--- src/hdl/ane_pkg.sv ---
/*
 * Constants for the auto-negotiation advertisement, partner ability and expansion registers:
 * register indices, byte addresses, field positions, reset values and strap timing.
 * Assumes a 32-bit APB register port with one 16-bit register in the low half of each word.
 */
package ane_pkg;

    localparam int REG_W = 16;
    localparam int APB_DW = 32;
    localparam int APB_AW = 8;

    // Register indices as numbered in the management map
    localparam logic [APB_AW-1:0] IDX_ADVERT = 8'h04;
    localparam logic [APB_AW-1:0] IDX_PARTNER = 8'h05;
    localparam logic [APB_AW-1:0] IDX_EXPAND = 8'h06;

    // Index to byte address: one aligned 32-bit word per register
    function automatic logic [APB_AW-1:0] ane_byte_addr(input logic [APB_AW-1:0] idx);
        return {idx[APB_AW-3:0], 2'h0};
    endfunction : ane_byte_addr

    localparam logic [APB_AW-1:0] ADDR_ADVERT = ane_byte_addr(IDX_ADVERT);
    localparam logic [APB_AW-1:0] ADDR_PARTNER = ane_byte_addr(IDX_PARTNER);
    localparam logic [APB_AW-1:0] ADDR_EXPAND = ane_byte_addr(IDX_EXPAND);

    // Local advertisement fields
    localparam int ADV_TEN_HALF = 5;
    localparam int ADV_SEL_W = 5;
    localparam logic [ADV_SEL_W-1:0] ADV_SEL_RESET = 5'h01;
    localparam logic ADV_TEN_HALF_RESET = 1'b0;

    // Partner base-page fields
    localparam int PB_NEXT_PAGE = 15;
    localparam int PB_ACK = 14;
    localparam int PB_REMOTE_FAULT = 13;
    localparam int PB_RESERVED = 12;
    localparam int PB_ASYM_PAUSE = 11;
    localparam int PB_SYM_PAUSE = 10;
    localparam int PB_T4 = 9;
    localparam int PB_TEN_HALF = 5;
    localparam logic [REG_W-1:0] PARTNER_RESET = 16'h0000;
    localparam logic [REG_W-1:0] PARTNER_MASK = 16'hEFFF;

    // Expansion fields
    localparam int EX_LOC_DEFINED = 6;
    localparam int EX_STORE_SEL = 5;
    localparam int EX_PAR_FAULT = 4;
    localparam int EX_PARTNER_NP = 3;
    localparam int EX_LOCAL_NP = 2;
    localparam int EX_PAGE_RX = 1;
    localparam int EX_PARTNER_AN = 0;
    localparam int EX_USED_W = 7;

    // Strap input synchroniser depth and settle cycles after reset release
    localparam int STRAP_STAGES = 3;
    localparam logic [1:0] STRAP_SETTLE = 2'h3;

    typedef enum {STRAP_WAIT, STRAP_DONE} ane_strap_t;

endpackage : ane_pkg

--- src/hdl/ane_regs.sv ---
/*
 * Auto-negotiation register bank: local advertisement low bits, partner base-page
 * abilities and the expansion status word, reached over an APB slave port.
 * Assumes the negotiation engine runs on sys_clk and delivers received pages as
 * one-cycle strobes with the page word; the 10BASE-Te half-duplex strap is a pin.
 */
// Chosen here: the APB interface to the registers.
// Notes on behaviour
// - Advertisement bit 5, 10BASE-Te half ability, writable, reset value from strap.
// - Advertisement selector bits 4:0 writable, reset 00001, sent in base page.
// - Partner register holds received base page; next pages do not overwrite it.
// - Partner bit 15 read-only, reset 0, shows partner wants next pages.
// - Partner bit 13 read-only, reset 0, shows partner remote fault.
// - Partner bit 12 reserved, reads 0; software writes 0.
// - Partner bits 11 and 10 show asymmetric and symmetric pause support.
// - Partner bits 9..5 show T4, TX full, TX, 10 full, 10 half abilities.
// - Partner bits 4:0 read-only, reset 0, partner protocol selector.
// - Expansion bits 15:7 reserved: writes ignored, reads 0.
// - Expansion bit 6 constant 1, storage location is defined.
// - Expansion bit 5 constant 1, next pages stored in register 8.
// - Expansion bit 4 read-only, reset 0, set on parallel detection fault.
// - Expansion bit 3 read-only, reset 0, partner supports next pages.
// - Expansion bit 2 constant 1, local device can send next pages.
// - Expansion bit 1 set on page received, cleared by software read.
// - Expansion bit 0 read-only, reset 0, partner supports auto-negotiation.
`timescale 1ns/1ps

module ane_regs (
    input wire logic sys_clk,                           // 20 MHz core clock
    input wire logic resetn,                            // Synchronous reset, active low
    input wire logic psel,                              // APB select
    input wire logic penable,                           // APB access phase
    input wire logic pwrite,                            // APB write when high
    input wire logic [ane_pkg::APB_AW-1:0] paddr,       // APB byte address
    input wire logic [ane_pkg::APB_DW-1:0] pwdata,      // APB write data
    input wire logic [3:0] pstrb,                       // APB byte strobes
    output logic [ane_pkg::APB_DW-1:0] prdata,          // APB read data
    output logic pready,                                // APB ready
    output logic pslverr,                               // APB error on unmapped address
    input wire logic tenHalfStrap,                      // Strap pin for 10BASE-Te half ability
    input wire logic pageRxStrobe,                      // One-cycle pulse: link code word received
    input wire logic pageIsBase,                        // Received page is the base page
    input wire logic [ane_pkg::REG_W-1:0] rxPageWord,   // Received link code word
    input wire logic parallelFaultEvt,                  // One-cycle pulse: parallel detection fault
    input wire logic negRestart,                        // One-cycle pulse: negotiation restarted
    input wire logic partnerNegDetect,                  // Level: partner negotiates
    output logic [ane_pkg::ADV_SEL_W:0] advertLow       // Advertised bits 5:0 for the base page
);
    import ane_pkg::*;

    logic [ADV_SEL_W-1:0] advertSel_q;
    logic advTenHalf_q;
    logic [REG_W-1:0] partnerWord_q;
    logic pdf_q;
    logic partnerNp_q;
    logic pageFlag_q;
    logic partnerAn_q;
    logic [APB_DW-1:0] prdata_q;
    logic [STRAP_STAGES-1:0] strapSync_q;
    logic [1:0] strapCnt_q;
    ane_strap_t strapState_q;

    // Bus decode
    wire setupPhase = psel & ~penable;
    wire accessPhase = psel & penable;
    wire hitAdvert = (paddr == ADDR_ADVERT);
    wire hitPartner = (paddr == ADDR_PARTNER);
    wire hitExpand = (paddr == ADDR_EXPAND);
    wire addrHit = hitAdvert | hitPartner | hitExpand;
    wire advertWrite = accessPhase & pwrite & hitAdvert & pstrb[0];
    wire expandRead = accessPhase & ~pwrite & hitExpand;
    wire basePageIn = pageRxStrobe & pageIsBase;

    // Strap settle and agreement of the last two synchroniser stages
    wire strapAgree = (strapSync_q[STRAP_STAGES-2] == strapSync_q[STRAP_STAGES-1]);
    wire strapSettled = (strapCnt_q == STRAP_SETTLE);
    wire strapLoad = (strapState_q == STRAP_WAIT) & strapSettled & strapAgree & ~advertWrite;

    // Readable words
    wire [REG_W-1:0] advertWord = REG_W'({advTenHalf_q, advertSel_q});
    wire [REG_W-1:0] partnerWord = partnerWord_q & PARTNER_MASK;
    wire [EX_USED_W-1:0] expandLow = {1'b1, 1'b1, pdf_q, partnerNp_q, 1'b1,
                                      pageFlag_q, partnerAn_q};
    wire [REG_W-1:0] expandWord = REG_W'(expandLow);
    wire [REG_W-1:0] readWord = hitAdvert ? advertWord :
                                hitPartner ? partnerWord :
                                hitExpand ? expandWord : '0;

    // clear only what the read reported
    wire pageFlagClear = expandRead & prdata_q[EX_PAGE_RX];
    wire pageFlag_d = pageRxStrobe | (pageFlag_q & ~pageFlagClear);

    assign pready = accessPhase;
    assign pslverr = accessPhase & ~addrHit;
    assign prdata = prdata_q;
    assign advertLow = {advTenHalf_q, advertSel_q};

    // Read data captured in setup so the access phase needs no wait state
    always_ff @(posedge sys_clk) begin
        if (!resetn) begin
            prdata_q <= '0;
        end else if (setupPhase) begin
            prdata_q <= APB_DW'(readWord);
        end
    end

    // Strap pin synchroniser
    always_ff @(posedge sys_clk) begin
        strapSync_q <= {strapSync_q[STRAP_STAGES-2:0], tenHalfStrap};
    end

    always_ff @(posedge sys_clk) begin
        if (!resetn) begin
            strapCnt_q <= '0;
            strapState_q <= STRAP_WAIT;
        end else begin
            if (!strapSettled) begin
                strapCnt_q <= strapCnt_q + 2'h1;
            end
            if (strapLoad | advertWrite) begin
                strapState_q <= STRAP_DONE;
            end
        end
    end

    always_ff @(posedge sys_clk) begin
        if (!resetn) begin
            advertSel_q <= ADV_SEL_RESET;
            advTenHalf_q <= ADV_TEN_HALF_RESET;
        end else if (advertWrite) begin
            advertSel_q <= pwdata[ADV_SEL_W-1:0];
            advTenHalf_q <= pwdata[ADV_TEN_HALF];
        end else if (strapLoad) begin
            advTenHalf_q <= strapSync_q[STRAP_STAGES-1];
        end
    end

    always_ff @(posedge sys_clk) begin
        if (!resetn) begin
            partnerWord_q <= PARTNER_RESET;
        end else if (basePageIn) begin
            partnerWord_q <= rxPageWord & PARTNER_MASK;
        end
    end

    // partner status, fault held until restart
    always_ff @(posedge sys_clk) begin
        if (!resetn) begin
            pdf_q <= 1'b0;
            partnerNp_q <= 1'b0;
            partnerAn_q <= 1'b0;
        end else begin
            pdf_q <= parallelFaultEvt | (pdf_q & ~negRestart);
            if (basePageIn) begin
                partnerNp_q <= rxPageWord[PB_NEXT_PAGE];
            end else if (negRestart) begin
                partnerNp_q <= 1'b0;
            end
            partnerAn_q <= partnerNegDetect;
        end
    end

    always_ff @(posedge sys_clk) begin
        if (!resetn) begin
            pageFlag_q <= 1'b0;
        end else begin
            pageFlag_q <= pageFlag_d;
        end
    end
endmodule : ane_regs

--- config.mk ---
export PLATFORM = sky130hd
export DESIGN_NAME = ane_regs
export DESIGN_NICKNAME = d
export VERILOG_FILES = /design/src/hdl/ane_pkg.sv /design/src/hdl/ane_regs.sv
export SDC_FILE = /design/constraint.sdc
export NUM_CORES = 1
export LEC_CHECK = 0
export BUFFER_PORTS_ARGS = -buffer_cell sky130_fd_sc_hd__buf_4
export CAP_MARGIN = 10
export CORE_UTILIZATION = 34
export CTS_CLUSTER_SIZE = 16
export DETAILED_ROUTE_END_ITERATION = 16
export MAX_ROUTING_LAYER = met4
export SLEW_MARGIN = 5
export SYNTH_ARGS = -nofsm -noshare
export SYNTH_HDL_FRONTEND = slang
export SYNTH_SLANG_ARGS = --single-unit
--- constraint.sdc ---
create_clock -name sys_clk -period 1.9 [get_ports sys_clk]
set_input_delay 0.19 -clock sys_clk [delete_from_list [all_inputs] [get_ports sys_clk]]
set_output_delay 0.19 -clock sys_clk [all_outputs]
set_load 0.02 [all_outputs]
# Yosys cells after proc, flatten, opt, wreduce, memory -nomap -nowiden
# Cells that the tools add are included.
# totals
ff_bits,47
in_bits,71
out_inout_bits,40
wordCells,53
# classes
n_addsub,1
eq_ne,5
n_mux,7
bitwise_logic,26
n_reduce_logical,3
# ops
cell,count
32-bit logical NOT,1
16-bit two-way mux,2
8-bit by 5-bit == test with 1-bit output (second input constant),3
1-bit AND,15
7-bit two-way mux,1
1-bit inverter,6
1-bit bitwise OR,5
1-bit two-way mux,4
2-bit nonzero test,2
2-bit by 1-bit adder with 2-bit output (second input constant),1
2-bit == test (second input constant),1
1-bit == test,1

# Depth between registers and ports, before layout
# logic_depth
ltp_word,8
ltp_mapped,6
ltp_nobuf,5

# Least setup slack after synthesis
# Ideal clock, no wire load.
# synth_timing
path_type,input-to-output
start,input port psel
end,output port pslverr
arrival_time_ps,1157
required_time_ps,1710
slack_ps,553
stages,2
cell_sequence,and2_0 -> a21boi_0
# synth_between
elab_chain_len,2
# synth_lines
element,line,rtl
"start, declared",ane_regs.sv:31,"input wire logic psel,"
1-bit AND,ane_regs.sv:65,wire accessPhase = psel & penable;
1-bit AND,ane_regs.sv:94,assign pslverr = accessPhase & ~addrHit;
"end, declared",ane_regs.sv:39,"output logic pslverr,"
# No other way between the ends.

# Worst setup path in the final report
# layout_timing
start,register strapCnt_q[0]
end,register advTenHalf_q
# layout_between
elab_chain_len,5
# layout_lines
element,line,rtl
"start, declared",ane_regs.sv:60,logic [1:0] strapCnt_q;
"start signal, assigned",ane_regs.sv:118,strapCnt_q <= strapCnt_q + 2'h1;
2-bit == test,ane_regs.sv:76,wire strapSettled = (strapCnt_q == STRAP_SETTLE);
1-bit AND (3 in a row),ane_regs.sv:77,wire strapLoad = (strapState_q == STRAP_WAIT) & strapSettled & strapAgree & ~advertWrite;
2-bit nonzero test (no line),-,
"end signal, assigned",ane_regs.sv:132,advTenHalf_q <= pwdata[ADV_TEN_HALF];
"end signal, assigned",ane_regs.sv:134,advTenHalf_q <= strapSync_q[STRAP_STAGES-1];
"end, declared",ane_regs.sv:52,logic advTenHalf_q;
# No other way between the ends.
# A chain may end at the register's enable or synchronous reset.

==> results.cfg <==
[status]
status = complete, no violations

[critical_path]
required_ps = 2090
critPathLaunchType = register
cp_cell_sequence = ha_1 > inv_1 > o41ai_1 > a21boi_0 > o21a_1
crit_slowest_cell = dfxtp_1
cp.arrival_ps = 1650
crit_type = reg -> reg
path_max_fanout = 5
endpoint_kind = register
r2r_cells = 5
max_stage_delay_ps = 350

[global_routing]
grt_pass1_wl_mm = 6.62
grt_max_degree = 44
grt_pass1_vias = 1372
gr-total-overflow = 0
track_usage_pct = 14.1
antenna_found_initial = 0

[placement]
dp_hpwl_mm = 3.16
place.gp.congestion = 0.719
post-place-ws_ps = 412
placed_area_sq_um = 2520
placed_cells = 354
io_buffers = 63

[flow_run]
cap_violations = 0

[yosys]
synth_flop_cell = dfxtp_1
ys_async_sr_fraction_pct = 0
ys_ff_latch = 46
synth_edf_count = 0
ys_seq_area_share_pct = 44.4
syn_avg_cell_area_sq_um = 9.06
ys_warn_count = 0
ys_types = 31
synthesis.area_sq_um = 2070
netlist_instances = 229

[layout]
stdcell_count = 363
nets = 359
finalCoreUtilization_pct = 44.5
nFillCells = 624
syn2layout_area_growth_pct = 26.2
layout-drive-gt1-share_pct = 25.7
design_area_sq_um = 2620
multiInputGateArea_sq_um = 1010
regArea_sq_um = 921
diodes = 0

[sta]
worst_clock_skew_ps = 5.65
setup_slack_ps = 446
fin_crit_sh_pct = 76.5
rsz0062_at_grt = no
fmax_ghz = 0.688
hold_viol_final = 0
tightest_slew_ps = 592
slew_viol_final = 0
finalCriticalPeriod_ps = 1450
worst_hold_slack_ps = 103
setup_viol = 0
tns_ps = 0
slew_headroom_pct = 60.5

[floorplan]
fp.dieH_um = 80.1
dieArea_sq_um = 6420
start_util_pct = 35.2
die_w_um = 80.1
core_area_sq_um = 5890
io_pins = 111
rows = 28

[cts]
cts_root_buf = clkbuf_8
cts_tree = done
post_cts_buffers = 0
htreeDepth = 2
numCtsBuffers = 5
cts.sinks = 46
path_clk_slew_ps = 80
cts_max_path_buffers = 2
post_cts_resized = 0
clk_latency_ps = 290

[power]
p_leak_nw = 1.12
power.total_mw = 1.86
ir_drop_v = 0.000400
power.density_nw_per_um2 = 709

[route]
drtAntennaViolNets = 0
num_vias = 1626
routedWlPerCell_um = 11.8
viasPerCell = 4.48
routed_wl_mm = 4.28
drtPass1Iterations = 4
drt-initial-drc-count = 53
drcViolationCount = 0

[worst_hold_path]
min_delay_path_depth = 2
hold_path.class = in -> reg
cells by family (layout without fill, tap and decap cells):
family,Yosys count,in the layout,share of synthesized area (%)
simple gates,89,89,21.9
other cells,1,17,0.181
mux,10,10,4.83
fa+ha+maj,1,1,0.603
flops,46,46,44.4
buf+inv,33,76,9.95
compound gates,47,47,17.3
xor+xnor,2,2,0.845
cell usage in the layout, fill, tap and decap left out, types with 2 or more instances in the layout:
master,count
clkbuf_8,6
nand3_1,15
o21a_1,3
a21boi_1,3
dfxtp_1,46
and2_1,4
buf_4,65
o2bb2ai_1,6
a21boi_0,32
mux2i_1,10
inv_1,2
nor2b_1,10
nor2_1,3
nand2_1,48
xnor2_1,2
conb_1,17
cell usage after synthesis (all sizes together) (2+ instances only):
library cell   n  area (sq um)
o21a           3          22.5
xnor2          2          17.5
inv            2          7.51
nor2b         10          62.6
a21boi        35           263
and2           5          31.3
nand3         15          75.1
o2bb2ai        6          52.6
buf           23           169
nor2           3          11.3
mux2i         10           100
clkbuf         8          30.0
dfxtp         46           921
nand2         48           180
layer usage:
layer | GRT usage [%] | routed length [um]
met4 | 3.75 | 38
met3 | 3.07 | 228
met5 | - | 0
met2 | 21.0 | 1960
met1 | 19.3 | 2050
sequential cells by signal (all words and copies together), names as in the netlist, 2 cells and up:
register	flops
advertSel_q	5
prdata	15
strapCnt_q	2
partnerWord_q	15
strapSync_q	3
cell type report:
cell class | count | share of cell area [%]
Tap cell | 75 | 3.58
Clock inverter | 1 | 0.191
Clock buffer | 7 | 3.30
Sequential cell | 46 | 35.2
Timing Repair Buffer | 66 | 19.0
Multi-Input combinational cell | 166 | 38.5
Inverter | 2 | 0.287
path summary, 6_finish.rpt:
kind                          from              to  slack, ps
hold reg to reg     strapSync_q[0]  strapSync_q[1]        330
setup / recovery     strapCnt_q[0]    advTenHalf_q        450
hold / removal    parallelFaultEvt           pdf_q        100
setup reg to reg     strapCnt_q[0]    advTenHalf_q        450
repair_timing:
item | CTS | global route
endpoints found under the setup margin | 0 | 0
hold buffers | 1 | 0
hold endpoints to repair | 1 | 0
critical path: cells and delay by family (launching register included):
kind                     cells  cell delay, ps
AO/OA/AOI/OAI                3             670
flip-flops                   1             350
adder cells (fa/ha/maj)      1             270
buffers and inverters        1              60
power by group:
| group | leakage, nW | switching (mW) | total [mW] | internal [mW] |
|---|---|---|---|---|
| Combinational | 0.696 | 0.125 | 0.239 | 0.114 |
| Clock | 0.0482 | 0.307 | 0.600 | 0.294 |
| Sequential | 0.375 | 0.0187 | 1.02 | 0.998 |
No activity file was read; power rests on OpenSTA's default activity.
